<file path="config.mk">
export PLATFORM = sky130hd
export DESIGN_NAME = odsl_loader
export DESIGN_NICKNAME = d
export VERILOG_FILES = /design/src/odsl_pkg.sv /design/src/odsl_fifo.sv /design/src/odsl_loader.sv
export SDC_FILE = /design/constraint.sdc
export NUM_CORES = 1
export LEC_CHECK = 0
export ABC_AREA = 0
export BUFFER_PORTS_ARGS = -buffer_cell sky130_fd_sc_hd__buf_2
export CAP_MARGIN = 15
export CORE_UTILIZATION = 64
export CTS_BUF_LIST = sky130_fd_sc_hd__clkbuf_2
export DETAILED_ROUTE_END_ITERATION = 6
export GPL_ROUTABILITY_DRIVEN = 0
export PLACE_DENSITY_LB_ADDON = 0.2
export SKIP_LAST_GASP = 1
export SYNTH_ARGS = -nofsm -noshare
export SYNTH_HDL_FRONTEND = slang
export SYNTH_SLANG_ARGS = --single-unit
</file>
<file path="constraint.sdc">
create_clock -name sys_clk -period 4.1 [get_ports sys_clk]
set_input_delay 0 -clock sys_clk [delete_from_list [all_inputs] [get_ports sys_clk]]
set_output_delay 0 -clock sys_clk [all_outputs]
set_load 0.02 [all_outputs]
</file>
<file path="src/odsl_pkg.sv">
// Shared constants for the octal converter serial loader.
package odsl_pkg;

    // ==========================================
    // Word layout
    localparam int WORD_BITS = 16;
    localparam int CODE_BITS = 12;
    localparam int CODE_MSB = 15;
    localparam int CODE_LSB = 4;
    localparam int ADDR_POS = 3;
    localparam int SEL_BITS = 3;
    localparam int SEL_MSB = 2;
    localparam int CHANNELS = 8;
    localparam logic [3:0] LAST_BIT_CNT = 4'hf;

    // ==========================================
    // Synchroniser lanes
    localparam int SYNC_LANES = 6;
    localparam int LANE_CLK = 5;
    localparam int LANE_FS = 4;
    localparam int LANE_SD = 3;
    localparam int LANE_ADDR = 2;
    localparam int LANE_LOAD = 1;
    localparam int LANE_CLR = 0;
    localparam logic [5:0] SYNC_RESET = 6'h1b;

    // ==========================================
    // Reset values and buffering
    localparam logic [11:0] CODE_RESET = 12'h000;
    localparam logic [15:0] WORD_RESET = 16'h0000;
    localparam int FIFO_DEPTH = 8;

    // ==========================================
    // Receiver phases
    typedef enum logic [1:0] {
        ODSL_RX_IDLE = 2'b00,
        ODSL_RX_SHIFT = 2'b01,
        ODSL_RX_DONE = 2'b10
    } odsl_rx_t;

endpackage : odsl_pkg

</file>
<file path="src/odsl_fifo.sv">
// Word FIFO with valid and ready on both sides.
`timescale 1ns/1ps
module odsl_fifo #(
    parameter int WIDTH = 15,
    parameter int DEPTH = 8
) (
    input wire logic sys_clk,
    input wire logic reset_n,
    input wire logic [WIDTH-1:0] in_data,
    input wire logic in_valid,
    output logic in_ready,
    output logic [WIDTH-1:0] out_data,
    output logic out_valid,
    input wire logic out_ready
);

    localparam int AW = $clog2(DEPTH);

    // ==========================================
    // Storage and pointers
    logic [WIDTH-1:0] mem_reg [DEPTH];
    logic [AW:0] wr_ptr_reg;
    logic [AW:0] rd_ptr_reg;
    wire logic full = (wr_ptr_reg[AW] != rd_ptr_reg[AW])
        && (wr_ptr_reg[AW-1:0] == rd_ptr_reg[AW-1:0]);
    wire logic empty = (wr_ptr_reg == rd_ptr_reg);
    wire logic push = in_valid && !full;
    wire logic pop = out_ready && !empty;

    assign in_ready = !full;
    assign out_valid = !empty;
    assign out_data = mem_reg[rd_ptr_reg[AW-1:0]];

    always_ff @(posedge sys_clk)
    begin
        if (push)
        begin
            mem_reg[wr_ptr_reg[AW-1:0]] <= in_data;
        end
    end

    always_ff @(posedge sys_clk or negedge reset_n)
    begin
        if (!reset_n)
        begin
            wr_ptr_reg <= '0;
            rd_ptr_reg <= '0;
        end
        else
        begin
            wr_ptr_reg <= wr_ptr_reg + (AW+1)'(push);
            rd_ptr_reg <= rd_ptr_reg + (AW+1)'(pop);
        end
    end

endmodule : odsl_fifo

</file>
<file path="src/odsl_loader.sv">
// Serial loader, input latches and converter latches of the octal converter.
//
// Contract
// - Serial data is sampled into the shift register on falling shift clock edges within a frame, up to sixteen of them.
// - The host opens a frame by pulling frame sync low and shifting happens only while it is low.
// - On the sixteenth falling edge after frame sync falls, a matching word loads the 12-bit code.
// - A frame is a 16-bit word sent most significant bit first with the code in bits 15 to 4.
// - After the code comes one address bit that is compared with the address pin.
// - A word whose bit 3 differs from the address pin loads nothing but still shifts onward.
// - The shift register contents leave on the chain output so devices can be cascaded.
// - While load is low and clear is high every input latch is copied into its converter latch at once.
// - While clear is low all eight converter latches are forced to zero.
// - Select bits 2 to 0 pick channels in ascending binary, 000 first and 111 eighth.
// - After sixteen bits the shift register stops loading until frame sync falls again.
// - Each bit shifted out of bit 15 moves to the chain output on the following rising shift clock edge.
// - Clear leaves the input latches alone so a later load restores the old codes.
`timescale 1ns/1ps
module odsl_loader #(
    parameter int CHANNELS = odsl_pkg::CHANNELS,
    parameter int CODE_BITS = odsl_pkg::CODE_BITS,
    parameter int FIFO_DEPTH = odsl_pkg::FIFO_DEPTH
) (
    input wire logic sys_clk,
    input wire logic reset_n,
    input wire logic serial_shift_clock,
    input wire logic frame_sync_n,
    input wire logic serial_data_in,
    input wire logic device_address_pin,
    input wire logic latch_update_n,
    input wire logic converter_clear_n,
    output logic chain_data_out,
    output logic [CHANNELS*CODE_BITS-1:0] converter_code,
    output logic word_accepted,
    output logic load_overrun
);

    localparam int SEL_BITS = odsl_pkg::SEL_BITS;
    localparam int FW = CODE_BITS + SEL_BITS;

    // ==========================================
    // Input synchronisers
    logic [odsl_pkg::SYNC_LANES-1:0] sync1_reg;
    logic [odsl_pkg::SYNC_LANES-1:0] sync2_reg;
    logic clk_d_reg;
    logic fs_d_reg;

    always_ff @(posedge sys_clk or negedge reset_n)
    begin
        if (!reset_n)
        begin
            sync1_reg <= odsl_pkg::SYNC_RESET;
            sync2_reg <= odsl_pkg::SYNC_RESET;
            clk_d_reg <= 1'b0;
            fs_d_reg <= 1'b1;
        end
        else
        begin
            sync1_reg <= {serial_shift_clock, frame_sync_n, serial_data_in,
                device_address_pin, latch_update_n, converter_clear_n};
            sync2_reg <= sync1_reg;
            clk_d_reg <= sync2_reg[odsl_pkg::LANE_CLK];
            fs_d_reg <= sync2_reg[odsl_pkg::LANE_FS];
        end
    end

    wire logic clk_s = sync2_reg[odsl_pkg::LANE_CLK];
    wire logic fs_s = sync2_reg[odsl_pkg::LANE_FS];
    wire logic sd_s = sync2_reg[odsl_pkg::LANE_SD];
    wire logic addr_s = sync2_reg[odsl_pkg::LANE_ADDR];
    wire logic load_low = !sync2_reg[odsl_pkg::LANE_LOAD];
    wire logic clear_low = !sync2_reg[odsl_pkg::LANE_CLR];
    wire logic clk_fall = clk_d_reg && !clk_s;
    wire logic clk_rise = !clk_d_reg && clk_s;
    wire logic fs_fall = fs_d_reg && !fs_s;

    // ==========================================
    // Receiver
    odsl_pkg::odsl_rx_t rx_reg;
    odsl_pkg::odsl_rx_t rx_next;
    logic [3:0] bit_cnt_reg;
    logic [odsl_pkg::WORD_BITS-1:0] shift_reg;
    logic out_bit_reg;
    logic chain_reg;

    wire logic shift_en = clk_fall && !fs_s
        && (fs_fall || rx_reg == odsl_pkg::ODSL_RX_SHIFT);
    wire logic [3:0] cnt_base = fs_fall ? 4'h0 : bit_cnt_reg;
    wire logic word_done = shift_en && (cnt_base == odsl_pkg::LAST_BIT_CNT);
    wire logic [odsl_pkg::WORD_BITS-1:0] word_full = {shift_reg[odsl_pkg::WORD_BITS-2:0], sd_s};
    wire logic addr_match = (word_full[odsl_pkg::ADDR_POS] == addr_s);
    wire logic [CODE_BITS-1:0] word_code = word_full[odsl_pkg::CODE_MSB:odsl_pkg::CODE_LSB];
    wire logic [SEL_BITS-1:0] word_sel = word_full[odsl_pkg::SEL_MSB:0];

    always_comb
    begin
        rx_next = rx_reg;
        unique case (rx_reg)
            odsl_pkg::ODSL_RX_IDLE:
            begin
                if (fs_fall)
                begin
                    rx_next = odsl_pkg::ODSL_RX_SHIFT;
                end
            end
            odsl_pkg::ODSL_RX_SHIFT:
            begin
                if (fs_s)
                begin
                    rx_next = odsl_pkg::ODSL_RX_IDLE;
                end
                else if (word_done)
                begin
                    rx_next = odsl_pkg::ODSL_RX_DONE;
                end
            end
            odsl_pkg::ODSL_RX_DONE:
            begin
                if (fs_s)
                begin
                    rx_next = odsl_pkg::ODSL_RX_IDLE;
                end
            end
            default:
            begin
                rx_next = odsl_pkg::ODSL_RX_IDLE;
            end
        endcase
        if (fs_fall && word_done)
        begin
            rx_next = odsl_pkg::ODSL_RX_DONE;
        end
        else if (fs_fall)
        begin
            rx_next = odsl_pkg::ODSL_RX_SHIFT;
        end
    end

    always_ff @(posedge sys_clk or negedge reset_n)
    begin
        if (!reset_n)
        begin
            rx_reg <= odsl_pkg::ODSL_RX_IDLE;
            bit_cnt_reg <= 4'h0;
            shift_reg <= odsl_pkg::WORD_RESET;
            out_bit_reg <= 1'b0;
            chain_reg <= 1'b0;
        end
        else
        begin
            rx_reg <= rx_next;
            if (fs_fall || shift_en)
            begin
                bit_cnt_reg <= shift_en ? cnt_base + 4'h1 : 4'h0;
            end
            if (shift_en)
            begin
                shift_reg <= word_full;
                out_bit_reg <= shift_reg[odsl_pkg::WORD_BITS-1];
            end
            if (clk_rise)
            begin
                chain_reg <= out_bit_reg;
            end
        end
    end

    assign chain_data_out = chain_reg;

    // ==========================================
    // Word hand-off into the FIFO
    logic pend_valid_reg;
    logic [FW-1:0] pend_word_reg;
    logic accepted_reg;
    logic overrun_reg;
    logic fifo_in_ready;
    logic fifo_out_valid;
    logic [FW-1:0] fifo_out_data;

    wire logic take_word = word_done && addr_match;
    wire logic pend_free = !pend_valid_reg || fifo_in_ready;

    always_ff @(posedge sys_clk or negedge reset_n)
    begin
        if (!reset_n)
        begin
            pend_valid_reg <= 1'b0;
            pend_word_reg <= '0;
            accepted_reg <= 1'b0;
            overrun_reg <= 1'b0;
        end
        else
        begin
            accepted_reg <= take_word && pend_free;
            if (take_word && pend_free)
            begin
                pend_valid_reg <= 1'b1;
                pend_word_reg <= {word_code, word_sel};
            end
            else if (fifo_in_ready)
            begin
                pend_valid_reg <= 1'b0;
            end
            if (take_word && !pend_free)
            begin
                overrun_reg <= 1'b1;
            end
            else if (fs_fall)
            begin
                overrun_reg <= 1'b0;
            end
        end
    end

    assign word_accepted = accepted_reg;
    assign load_overrun = overrun_reg;

    // Input latch writes stall while load copies, keeping the copy coherent.
    wire logic drain_ready = !load_low;
    wire logic drain = fifo_out_valid && drain_ready;
    wire logic [SEL_BITS-1:0] drain_sel = fifo_out_data[SEL_BITS-1:0];
    wire logic [CODE_BITS-1:0] drain_code = fifo_out_data[FW-1:SEL_BITS];

    odsl_fifo #(
        .WIDTH(FW),
        .DEPTH(FIFO_DEPTH)
    ) u_fifo (
        .sys_clk(sys_clk),
        .reset_n(reset_n),
        .in_data(pend_word_reg),
        .in_valid(pend_valid_reg),
        .in_ready(fifo_in_ready),
        .out_data(fifo_out_data),
        .out_valid(fifo_out_valid),
        .out_ready(drain_ready)
    );

    // ==========================================
    // Input and converter latches
    logic [CODE_BITS-1:0] in_latch_reg [CHANNELS];
    logic [CODE_BITS-1:0] dac_reg [CHANNELS];
    logic [CHANNELS*CODE_BITS-1:0] in_flat;

    genvar ch;
    generate
        for (ch = 0; ch < CHANNELS; ch++)
        begin : g_ch
            always_ff @(posedge sys_clk or negedge reset_n)
            begin
                if (!reset_n)
                begin
                    in_latch_reg[ch] <= odsl_pkg::CODE_RESET;
                    dac_reg[ch] <= odsl_pkg::CODE_RESET;
                end
                else
                begin
                    if (drain && drain_sel == SEL_BITS'(ch))
                    begin
                        in_latch_reg[ch] <= drain_code;
                    end
                    if (clear_low)
                    begin
                        dac_reg[ch] <= odsl_pkg::CODE_RESET;
                    end
                    else if (load_low)
                    begin
                        dac_reg[ch] <= in_latch_reg[ch];
                    end
                end
            end
            assign converter_code[ch*CODE_BITS +: CODE_BITS] = dac_reg[ch];
            assign in_flat[ch*CODE_BITS +: CODE_BITS] = in_latch_reg[ch];
        end
    endgenerate

    // ==========================================
    // Assertions
    sample_shift_a: assert property (@(posedge sys_clk) disable iff (!reset_n)
        shift_en |=> shift_reg == {$past(shift_reg[odsl_pkg::WORD_BITS-2:0]), $past(sd_s)})
        else $error("shift register did not take the sampled bit");

    frame_gate_a: assert property (@(posedge sys_clk) disable iff (!reset_n)
        fs_s |=> shift_reg == $past(shift_reg))
        else $error("shifting while frame sync is high");

    word_count_a: assert property (@(posedge sys_clk) disable iff (!reset_n)
        (shift_en && !fs_fall && bit_cnt_reg == 4'hf)
            |-> word_done ##1 rx_reg == odsl_pkg::ODSL_RX_DONE)
        else $error("sixteenth bit did not complete a word");

    word_take_a: assert property (@(posedge sys_clk) disable iff (!reset_n)
        (take_word && pend_free) |=> pend_valid_reg && accepted_reg
            && pend_word_reg == $past({word_code, word_sel}))
        else $error("matching word not handed on");

    addr_drop_a: assert property (@(posedge sys_clk) disable iff (!reset_n)
        (word_done && !addr_match && !pend_valid_reg) |=> !pend_valid_reg && !accepted_reg)
        else $error("mismatched word was accepted");

    stop_full_a: assert property (@(posedge sys_clk) disable iff (!reset_n)
        rx_reg == odsl_pkg::ODSL_RX_DONE |=> shift_reg == $past(shift_reg))
        else $error("shift register loaded after sixteen bits");

    chain_rise_a: assert property (@(posedge sys_clk) disable iff (!reset_n)
        clk_rise |=> chain_data_out == $past(out_bit_reg))
        else $error("chain output missed the rising edge");

    load_copy_a: assert property (@(posedge sys_clk) disable iff (!reset_n)
        (load_low && !clear_low) |=> converter_code == $past(in_flat))
        else $error("load did not copy the input latches");

    clear_zero_a: assert property (@(posedge sys_clk) disable iff (!reset_n)
        clear_low |=> converter_code == '0)
        else $error("clear did not zero the converter latches");

    clear_keep_a: assert property (@(posedge sys_clk) disable iff (!reset_n)
        (clear_low && !drain) |=> in_flat == $past(in_flat))
        else $error("clear disturbed the input latches");

endmodule : odsl_loader

</file>
==> metrics.md, run 1 <==
| Metric | Value |
|---|---|
| Outcome | complete, no violations |
| Share of cells above drive strength 1 | 0.405 |
| Leak Pwr | 7.70 nW |
| Vias per inst | 5.46 |
| Fin Setup TNS | 0 ns |
| Worst Hold Class | in2async |
| Crit path DAT | 3.67 ns |
| Fin nets | 1065 |
| Vias | 7661 |
| Area delta synth->final | 12.3% |
| Port Buffers | 106 |
| Die width | 155 um |
| Leading area contributor after synthesis | dfrtp_1 |
| Initial Util | 0.656 |
| WS Path Type | reg2reg |
| RR Endpoint | in_flat[71]$_DFFE_PN0P_ |
| # H-tree levels | 3 |
| RSZ-0062 raised after global routing | false |
| DIE AREA | 0.0239 sq mm |
| Pre-antenna DRT Iters | 4 |
| IO Count | 107 |
| Crit end category | flop |
| Synth Area per Inst | 17.3 sq um |
| Hpwl dp | 17100 um |
| Sinks on Clock Net | 376 |
| CTS tree | done |
| Max IR drop VDD | 302 uV |
| Post-synthesis register bit count | 376 |
| CTS resizes | 0 |
| Hold Vio Cnt, Final | 0 |
| FMAX | 0.337 GHz |
| Area of the core | 0.0227 sq mm |
| Initial antenna violation count | 1 |
| Vias in the first global route | 8119 |
| GRT overflow | 0 |
| Worst setup SP type | flop |
| Clock Path Buffers | 3 |
| Drc violations | 0 |
| Syn nets | 876 |
| Synth top area cells | dfrtp_1 41%, edfxtp_1 24%, mux2i_1 6.6% |
| Worst hold slack | 0.267 ns |
| Max reg flops | 120 |
| Drt wl/cell | 19.9 um |
| Distinct cell type count after synthesis | 40 |
| Clk slew on worst S/H paths | 0.11 ns |
| Most common cell after layout, fill and taps aside | dfrtp_1 |
| Slew at the pin closest to its max-slew limit | 0.963 ns |
| Root Buffer | clkbuf_2 |
| Skew-Pair Late Insertion Delay | 0.86 ns |
| Final ANT Viol Nets | 0 |
| First-pass GRT wire length | 44600 um |
| Reported max-cap violation count | 0 |
| Final worst-path cycle share | 0.723 |
| Largest fanout on the critical path | 19 |
| Reg2Reg Depth | 5 |
| Share of the yosys chip area belonging to registers | 0.673 |
| Endpoints failing setup | 0 |
| Warnings, synthesis | 0 |
| Synth Instances | 863 |
| Reg-to-reg critical path startpoint | u_fifo.rd_ptr_reg[0]$_DFF_PN0_ |
| Post-Syn Area | 0.0149 sq mm |
| Largest net degree at the start of global routing | 122 |
| Final WL | 27900 um |
| CTS buffer count | 91 |
| Period minus WS final | 2.96 ns |
| R2r setup slk | 1.14 ns |
| Detailed Route Iter0 Violations | 480 |
| Worst slew margin | 0.358 |
| Total GRT Usage | 0.249 |
| Critical Path RT | 4.80 ns |
| Synth top area share | 0.415 |
| Clk_skew | 0.0690 ns |
| Final Max Slew Viols | 0 |
| Die Span Y | 155 um |
| Most frequent cells in the layout | 246 x dfrtp_1, 131 x clkbuf_2, 120 x edfxtp_1, 105 x buf_2, 98 x mux2i_1 |
| PD cells | 390 mW/mm^2 |
| Number of placement rows | 55 |
-- kinds of logic (layout without fill, tap and decap cells) --
logic type / count (synthesis) / in the layout / synth area share
muxes: 273 / 273 / 0.236
xor gates and xnor gates: 11 / 11 / 0.00647
other: 0 / 1 / 0
and+or+nand+nor: 144 / 144 / 0.0592
buffers and inverters: 46 / 300 / 0.0173
adders and majority gates: 5 / 5 / 0.00420
DFF: 376 / 376 / 0.673
AOI/OAI and AO/OA: 8 / 8 / 0.00437
-- worst max-delay path, stage by stage (launching register included) --
cell     delay (ns)
dfrtp_2        0.81
mux4_2         0.61
mux2i_1        0.22
nand2_2        0.12
nor2_2         0.69
mux2_2         0.41
-- metal layers --
layer	track usage	share of wire
met2	0.405	0.50
met5	0	0
met3	0.0485	0.049
met1	0.341	0.44
met4	0.0830	0.013
-- per-stage QoR --
stage / instances / instance area, sq um / util / power, mW / setup WS [ns]
after detailed placement: 1229 / 15700 / 0.692 / 4.16 / 1.08
final: 1403 / 16700 / 0.737 / 6.52 / 1.14
after global placement: 1229 / 15700 / 0.692 / 4.16 / 1.18
after floorplan: 863 / 14900 / - / 4.08 / 1.50
after CTS: 1402 / 16700 / 0.737 / 6.59 / 1.11
after global routing: 1403 / 16700 / 0.737 / 6.80 / 0.924
-- power by group --
group / total, mW / internal (mW) / switching, mW
combinational: 0.167 / 0.0775 / 0.0897
sequential: 3.93 / 3.89 / 0.0393
clock: 2.43 / 1.04 / 1.39
total: 6.52 / 5.01 / 1.51
-- what timing repair did --
action | CTS | global route
setup buffers | 0 | 0
hold buffers | 15 | 0
hold endpoints to repair | 236 | 0
-- area by class of cell --
class / count / area [sq um]
clock inverter: 27 / 191
sequential: 376 / 10000
multi-input combinational: 441 / 4630
tap: 285 / 357
antenna: 1 / 2.50
fill: 1454 / 5980
timing repair buffer: 139 / 856
clock buffer: 131 / 656
inverter: 3 / 11.3
-- worst max path at each step --
stage | cells after the start | startpoint | slack (ns) | to
floorplan | 7 | u_fifo.rd_ptr_reg[0]$_DFF_PN0_ | 1.50 | u_fifo.mem_reg[0][0]$_DFFE_PP_
finish | 5 | u_fifo.rd_ptr_reg[0]$_DFF_PN0_ | 1.14 | in_flat[71]$_DFFE_PN0P_
CTS | 5 | u_fifo.rd_ptr_reg[0]$_DFF_PN0_ | 1.11 | in_flat[72]$_DFFE_PN0P_
detailed placement | 5 | u_fifo.rd_ptr_reg[0]$_DFF_PN0_ | 1.08 | in_flat[83]$_DFFE_PN0P_
global placement | 5 | u_fifo.rd_ptr_reg[0]$_DFF_PN0_ | 1.18 | in_flat[60]$_DFFE_PN0P_
global route | 5 | u_fifo.rd_ptr_reg[0]$_DFF_PN0_ | 0.92 | in_flat[71]$_DFFE_PN0P_
-- synth_stat cells --
master,number
a211oi_1,1
a21boi_0,1
a21oi_1,1
a22o_1,1
a41oi_2,1
and2_1,2
buf_1,8
buf_2,5
buf_4,1
buf_6,10
clkbuf_1,19
dfrtp_1,247
dfstp_2,9
edfxtp_1,120
ha_1,5
inv_1,3
mux2_1,13
mux2_2,72
mux2_4,60
mux2i_1,98
mux4_2,30
nand2_1,5
nand2_2,4
nand2b_1,7
nand2b_4,1
nand3_1,4
nor2_1,9
nor2_2,5
nor2_4,3
nor2b_1,97
nor3_1,2
nor3b_1,1
nor4_1,1
o211ai_1,1
o21a_1,1
o21ai_0,1
or2_2,1
or3_1,2
xnor2_1,8
xor2_1,3
Note: power is estimated with default switching activity, not from simulation.
==> run 2: changes to the inputs <==
- CORE_UTILIZATION: 64 -> 56
- clock period: 4.1 -> 2.5 ns (I/O delays scaled with it)
==> run 2 against run 1 <==
Effect of this change: clock-buffer cell count up 4; via count up 1.8%; fmax up 27%; critical path type unchanged; largest cell class unchanged.
==> metrics.md, run 2 (synthesized netlist as in run 1, its figures left out) <==
| Metric | Value |
|---|---|
| Critical Path RT | 3.20 ns (-1.60 ns) |
| Fin Setup TNS | 0 ns (unchanged) |
| Vias per inst | 5.29 (-3.2%) |
| Root Buffer | clkbuf_2 |
| Detailed Route Iter0 Violations | 460 (-4.2%) |
| Hpwl dp | 17700 um (+3.5%) |
| Number of placement rows | 59 (+7.3%) |
| # H-tree levels | 3 (unchanged) |
| Clk_skew | 0.0588 ns (-0.0102 ns) |
| Initial antenna violation count | 1 (unchanged) |
| DIE AREA | 0.0273 sq mm (+14%) |
| Clock Path Buffers | 3 (unchanged) |
| First-pass GRT wire length | 44600 um (+0.15%) |
| Reported max-cap violation count | 0 (unchanged) |
| RSZ-0062 raised after global routing | false |
| Sinks on Clock Net | 376 (unchanged) |
| Max IR drop VDD | 425 uV (+41%) |
| Most frequent cells in the layout | 246 x dfrtp_1, 135 x clkbuf_2, 120 x edfxtp_1, 105 x buf_2, 98 x mux2i_1 |
| Worst slew margin | 0.453 (+0.0950) |
| Die Span Y | 165 um (+6.8%) |
| Skew-Pair Late Insertion Delay | 0.86 ns (about the same) |
| Slew at the pin closest to its max-slew limit | 0.821 ns (-0.143 ns) |
| GRT overflow | 0 (unchanged) |
| Largest net degree at the start of global routing | 97 (-20%) |
| Outcome | complete, no violations |
| Worst setup SP type | flop |
| Worst hold slack | 0.332 ns (+0.0658 ns) |
| Vias in the first global route | 8137 (+0.22%) |
| Worst Hold Class | in2async |
| Postcts setup bufs | 0 (unchanged) |
| Final worst-path cycle share | 0.937 (+0.214) |
| Pre-antenna DRT Iters | 4 (unchanged) |
| Final WL | 28700 um (+2.9%) |
| CTS buffer count | 91 (unchanged) |
| Leak Pwr | 7.81 nW (+1.5%) |
| Most common cell after layout, fill and taps aside | dfrtp_1 |
| R2r setup slk | 0.16 ns (-0.98 ns) |
| Reg-to-reg critical path startpoint | u_fifo.rd_ptr_reg[0]$_DFF_PN0_ |
| Share of cells above drive strength 1 | 0.419 (+0.0141) |
| Total GRT Usage | 0.221 (-0.0280) |
| Final ANT Viol Nets | 0 (unchanged) |
| Hold Vio Cnt, Final | 0 (unchanged) |
| Largest fanout on the critical path | 9 (-10) |
| Area delta synth->final | 14.7% |
| Endpoints failing setup | 0 (unchanged) |
| Port Buffers | 106 (unchanged) |
| Area of the core | 0.0261 sq mm (+15%) |
| Drt wl/cell | 19.4 um (-2.1%) |
| IO Count | 107 (unchanged) |
| Fin nets | 1087 (+2.1%) |
| Crit path DAT | 3.04 ns (-0.63 ns) |
| PD cells | 621 mW/mm^2 (+59%) |
| Vias | 7798 (+1.8%) |
| Initial Util | 0.572 (-0.0843) |
| Clk slew on worst S/H paths | 0.10 ns (about the same) |
| Crit end category | flop |
| Period minus WS final | 2.34 ns (-0.622 ns) |
| Final Max Slew Viols | 0 (unchanged) |
| CTS tree | done |
| Crit path from | u_fifo.rd_ptr_reg[0]$_DFF_PN0_ |
| Drc violations | 0 (unchanged) |
| Die width | 165 um (+6.8%) |
| WS Path Type | reg2reg |
| FMAX | 0.427 GHz (+27%) |
| Max reg flops | 120 (unchanged) |
==> run 2: cell count changes in the layout (fill, tap and decap cells not counted), sizes merged <==
| cell | delta |
|---|---|
| buf | +22 |
| bufinv | -1 |
| clkbuf | +4 |
| clkinv | -5 |
| clkinvlp | +1 |
| inv | +1 |
==> run 2: worst max-delay path: stages (launching register included) <==
cell and delay, ns:
dfrtp_2 0.53, mux4_2 0.53, mux2_2 0.29, nand2b_4 0.19, nor2_4 0.21, buf_12 0.17, mux2_4 0.30
==> run 2: path summary, 6_finish.rpt <==
| path | to | depth (start not counted) |
|---|---|---|
| worst max-delay path | in_flat[17]$_DFFE_PN0P_ | 6 |
| worst max register to register | in_flat[17]$_DFFE_PN0P_ | 6 |
| worst min-delay path | converter_code[40]$_DFFE_PN0P_ | 4 |
| worst min register to register | sync2_reg[2]$_DFF_PN0_ | 0 |
| max in group asynchronous | in_flat[58]$_DFFE_PN0P_ | 4 |
| min in group sys_clk | sync1_reg[3]$_DFF_PN1_ | 3 |
==> run 2: area by class of cell <==
cell class	count	area (sq um)
clock inverters	23	144
clock buffers	135	676
repair buffers	161	1180
well taps	335	419
inverters	3	11.3
multi-input cells	441	4630
fillers	1883	8970
flip-flops and latches	376	10000
diodes	1	2.50
==> run 2: repair_timing <==
| item | 4_1_cts | 5_1_grt |
|---|---|---|
| hold endpoints to repair | 262 | 0 |
| hold buffers | 15 | 0 |
| setup endpoints to repair | 0 | 0 |
| resized for setup | 0 | 0 |
==> run 2: stage by stage <==
step	total power, mW	utilization	instance area (sq um)	worst slack [ns]	cells
after detailed placement	6.84	0.618	16100	0.166	1301
after floorplan	6.69	-	14900	0.303	863
after CTS	10.8	0.656	17100	0.131	1474
after global routing	11.1	0.656	17100	0.0225	1475
after global placement	6.84	0.618	16100	0.167	1301
final	10.6	0.656	17100	0.158	1475
==> run 2: per-layer routing <==
| layer | vias up | part of all wire | track usage | routed length (um) |
|---|---|---|---|---|
| met2 | 166 | 0.49 | 0.352 | 14100 |
| met4 | 0 | 0.011 | 0.0801 | 322 |
| li1 | 3588 | - | - | - |
| met1 | 4017 | 0.46 | 0.304 | 13300 |
| met5 | - | 0 | 0 | 0 |
| met3 | 27 | 0.035 | 0.0422 | 999 |
==> run 2: where the power goes <==
part / leakage (nW) / switching [mW] / internal, mW / total, mW
sequential: 4.49 / 0.0413 / 6.38 / 6.42
clock: 0.628 / 2.26 / 1.63 / 3.89
combinational: 2.69 / 0.171 / 0.137 / 0.309
==> run 3: changes to the inputs <==
- REMOVE_ABC_BUFFERS: unset -> 1
==> run 3 against run 2 <==
Effect of this change: critical endpoint is now in_flat[18]$_DFFE_PN0P_; cell count increased by 1.1%; clock-buffer cell count up 11; utilization grew 0.27 points; setup slack worse by 0.022 ns.
==> metrics.md, run 3 (synthesized netlist as in run 1, its figures left out) <==
| Metric | Value |
|---|---|
| DP Area | 0.0161 sq mm (-0.12%) |
| Leak Pwr | 7.87 nW (+0.79%) |
| Total GRT Usage | 0.223 (+0.00233) |
| Worst-path cell chain | mux4_2 -> mux2_2 -> nand2b_4 -> nor2_4 -> buf_4 -> mux2_4 |
| Clk_skew | 0.0833 ns (+0.0245 ns) |
| Vias in the first global route | 8288 (+1.9%) |
| Max reg flops | 120 (unchanged) |
| Worst Hold Class | in2async |
| Final Max Slew Viols | 0 (unchanged) |
| Share of cells above drive strength 1 | 0.426 (+0.00719) |
| Hpwl dp | 17800 um (+0.24%) |
| IO Count | 107 (unchanged) |
| Largest stage delay, worst path | 0.56 ns (+0.03 ns) |
| RR Endpoint | in_flat[18]$_DFFE_PN0P_ |
| PnR Total Power | 10.9 mW (+2.9%) |
| Reg2Reg Depth | 6 (unchanged) |
| Die width | 165 um (unchanged) |
| Endpoints failing setup | 0 (unchanged) |
| First-pass GRT wire length | 45500 um (+2.0%) |
| Most common cell after layout, fill and taps aside | dfrtp_1 |
| Worst slew margin | 0.450 (-0.00277) |
| Non-filler cells, final | 1491 (+1.1%) |
| Sinks on Clock Net | 376 (unchanged) |
| Critical-path top delay cell | dfrtp_2 |
| Worst setup SP type | flop |
| R2r setup slk | 0.14 ns (-0.02 ns) |
| PD cells | 637 mW/mm^2 (+2.5%) |
| Max IR drop VDD | 454 uV (+6.9%) |
| CTS buffer count | 93 (+2.2%) |
| Root Buffer | clkbuf_2 |
| # H-tree levels | 3 (unchanged) |
| FILL cells | 1899 (+0.85%) |
| FMAX | 0.423 GHz (-0.93%) |
| Postcts setup bufs | 0 (unchanged) |
| Skew-Pair Late Insertion Delay | 0.89 ns (+0.03 ns) |
| Period minus WS final | 2.36 ns (+0.0219 ns) |
| Largest fanout on the critical path | 10 (+1) |
| CP endpoint | in_flat[18]$_DFFE_PN0P_ |
| Crit end category | flop |
| Crit path depth | 6 (unchanged) |
| CTS resizes | 0 (unchanged) |
| Fin nets | 1093 (+0.55%) |
| Initial antenna violation count | 1 (unchanged) |
| Largest net degree at the start of global routing | 97 (unchanged) |
| Initial Util | 0.572 (unchanged) |
| RSZ-0062 raised after global routing | true |
| Fin Setup TNS | 0 ns (unchanged) |
| Slew at the pin closest to its max-slew limit | 0.825 ns (+0.00416 ns) |
| Final ANT Viol Nets | 0 (unchanged) |
| Vias per inst | 5.23 (-1.1%) |
| Placed Cells | 1305 (+0.31%) |
| Detailed Route Iter0 Violations | 394 (-14%) |
| Crit path from | u_fifo.rd_ptr_reg[0]$_DFF_PN0_ |
| Most frequent cells in the layout | 246 x dfrtp_1, 146 x clkbuf_2, 120 x edfxtp_1, 105 x buf_2, 98 x mux2i_1 |
| Outcome | complete, no violations |
| DIE AREA | 0.0273 sq mm (unchanged) |
| Number of placement rows | 59 (unchanged) |
| Die Span Y | 165 um (unchanged) |
| Critical Path RT | 3.21 ns (about the same) |
| Vias | 7797 (-0.013%) |
| CTS tree | done |
| WS Path Type | reg2reg |
| Drt wl/cell | 19.1 um (-1.6%) |
| Reg-to-reg critical path startpoint | u_fifo.rd_ptr_reg[0]$_DFF_PN0_ |
| Top delay family on crit path | multiplexers |
| Pre-antenna DRT Iters | 4 (unchanged) |
| Reported max-cap violation count | 0 (unchanged) |
| Hold Vio Cnt, Final | 0 (unchanged) |
| GRT overflow | 0 (unchanged) |
| Bufs and invs on worst path | 1 (unchanged) |
| Port Buffers | 106 (unchanged) |
| Final WL | 28500 um (-0.53%) |
| Area delta synth->final | 15.2% |
| Crit path DAT | 3.07 ns (+0.03 ns) |
| Final worst-path cycle share | 0.946 (+0.00877) |
| Clock Path Buffers | 3 (unchanged) |
| Drc violations | 0 (unchanged) |
| Clk slew on worst S/H paths | 0.10 ns (about the same) |
| Area of the core | 0.0261 sq mm (unchanged) |
| Fin area | 0.0172 sq mm (+0.41%) |
[run 3: worst min path at each step]
stage              startpoint                             end  slack (ns)
6_report              reset_n         in_flat[34]$_DFFE_PN0P_        0.28
5_1_grt        serial_data_in          sync1_reg[3]$_DFF_PN1_        0.22
4_1_cts               reset_n         in_flat[34]$_DFFE_PN0P_        0.12
3_5_place_dp          reset_n  converter_code[94]$_DFFE_PN0P_      0.0008
3_3_place_gp          reset_n  converter_code[64]$_DFFE_PN0P_       0.007
2_1_floorplan         reset_n      bit_cnt_reg[0]$_DFFE_PN0P_       -0.30
[run 3: layer usage]
layer / share of wire / track usage
met2: 0.49 / 0.361
met4: 0.015 / 0.0751
met3: 0.039 / 0.0427
met1: 0.45 / 0.305
met5: 0 / 0
[run 3: report_power, final]
| group | switching [mW] | internal (mW) |
|---|---|---|
| logic | 0.166 | 0.135 |
| registers | 0.0482 | 6.38 |
| clock network | 2.36 | 1.85 |
[run 3: area by class of cell]
cell class                 count  area [sq um]  share of cell area
multi-input combinational    441          4630               0.270
tap                          335           419              0.0244
inverter                       3          11.3            0.000656
clock inverter                24           179              0.0104
timing repair buffer         165          1160              0.0678
sequential                   376         10000               0.584
clock buffer                 146           731              0.0426
antenna                        1          2.50            0.000146
[run 3: per-stage QoR]
step,hold WS (ns),worst slack [ns],util
floorplan,-0.296,-1.24,-
global placement,0.00747,0.158,0.617
detailed placement,0.000791,0.150,0.617
CTS,0.124,0.112,0.659
global route,0.222,-0.00239,0.659
finish,0.279,0.136,0.659
[run 3: tightest hold or removal path, delay by kind of cell]
kind	cells	cell delay [ns]
buffers and inverters	4	1.48
[run 3: repair_timing]
| action | 4_1_cts | 5_1_grt |
|---|---|---|
| setup endpoints to repair | 0 | 1 |
| hold endpoints to repair | 262 | 0 |
| hold buffers | 15 | 0 |
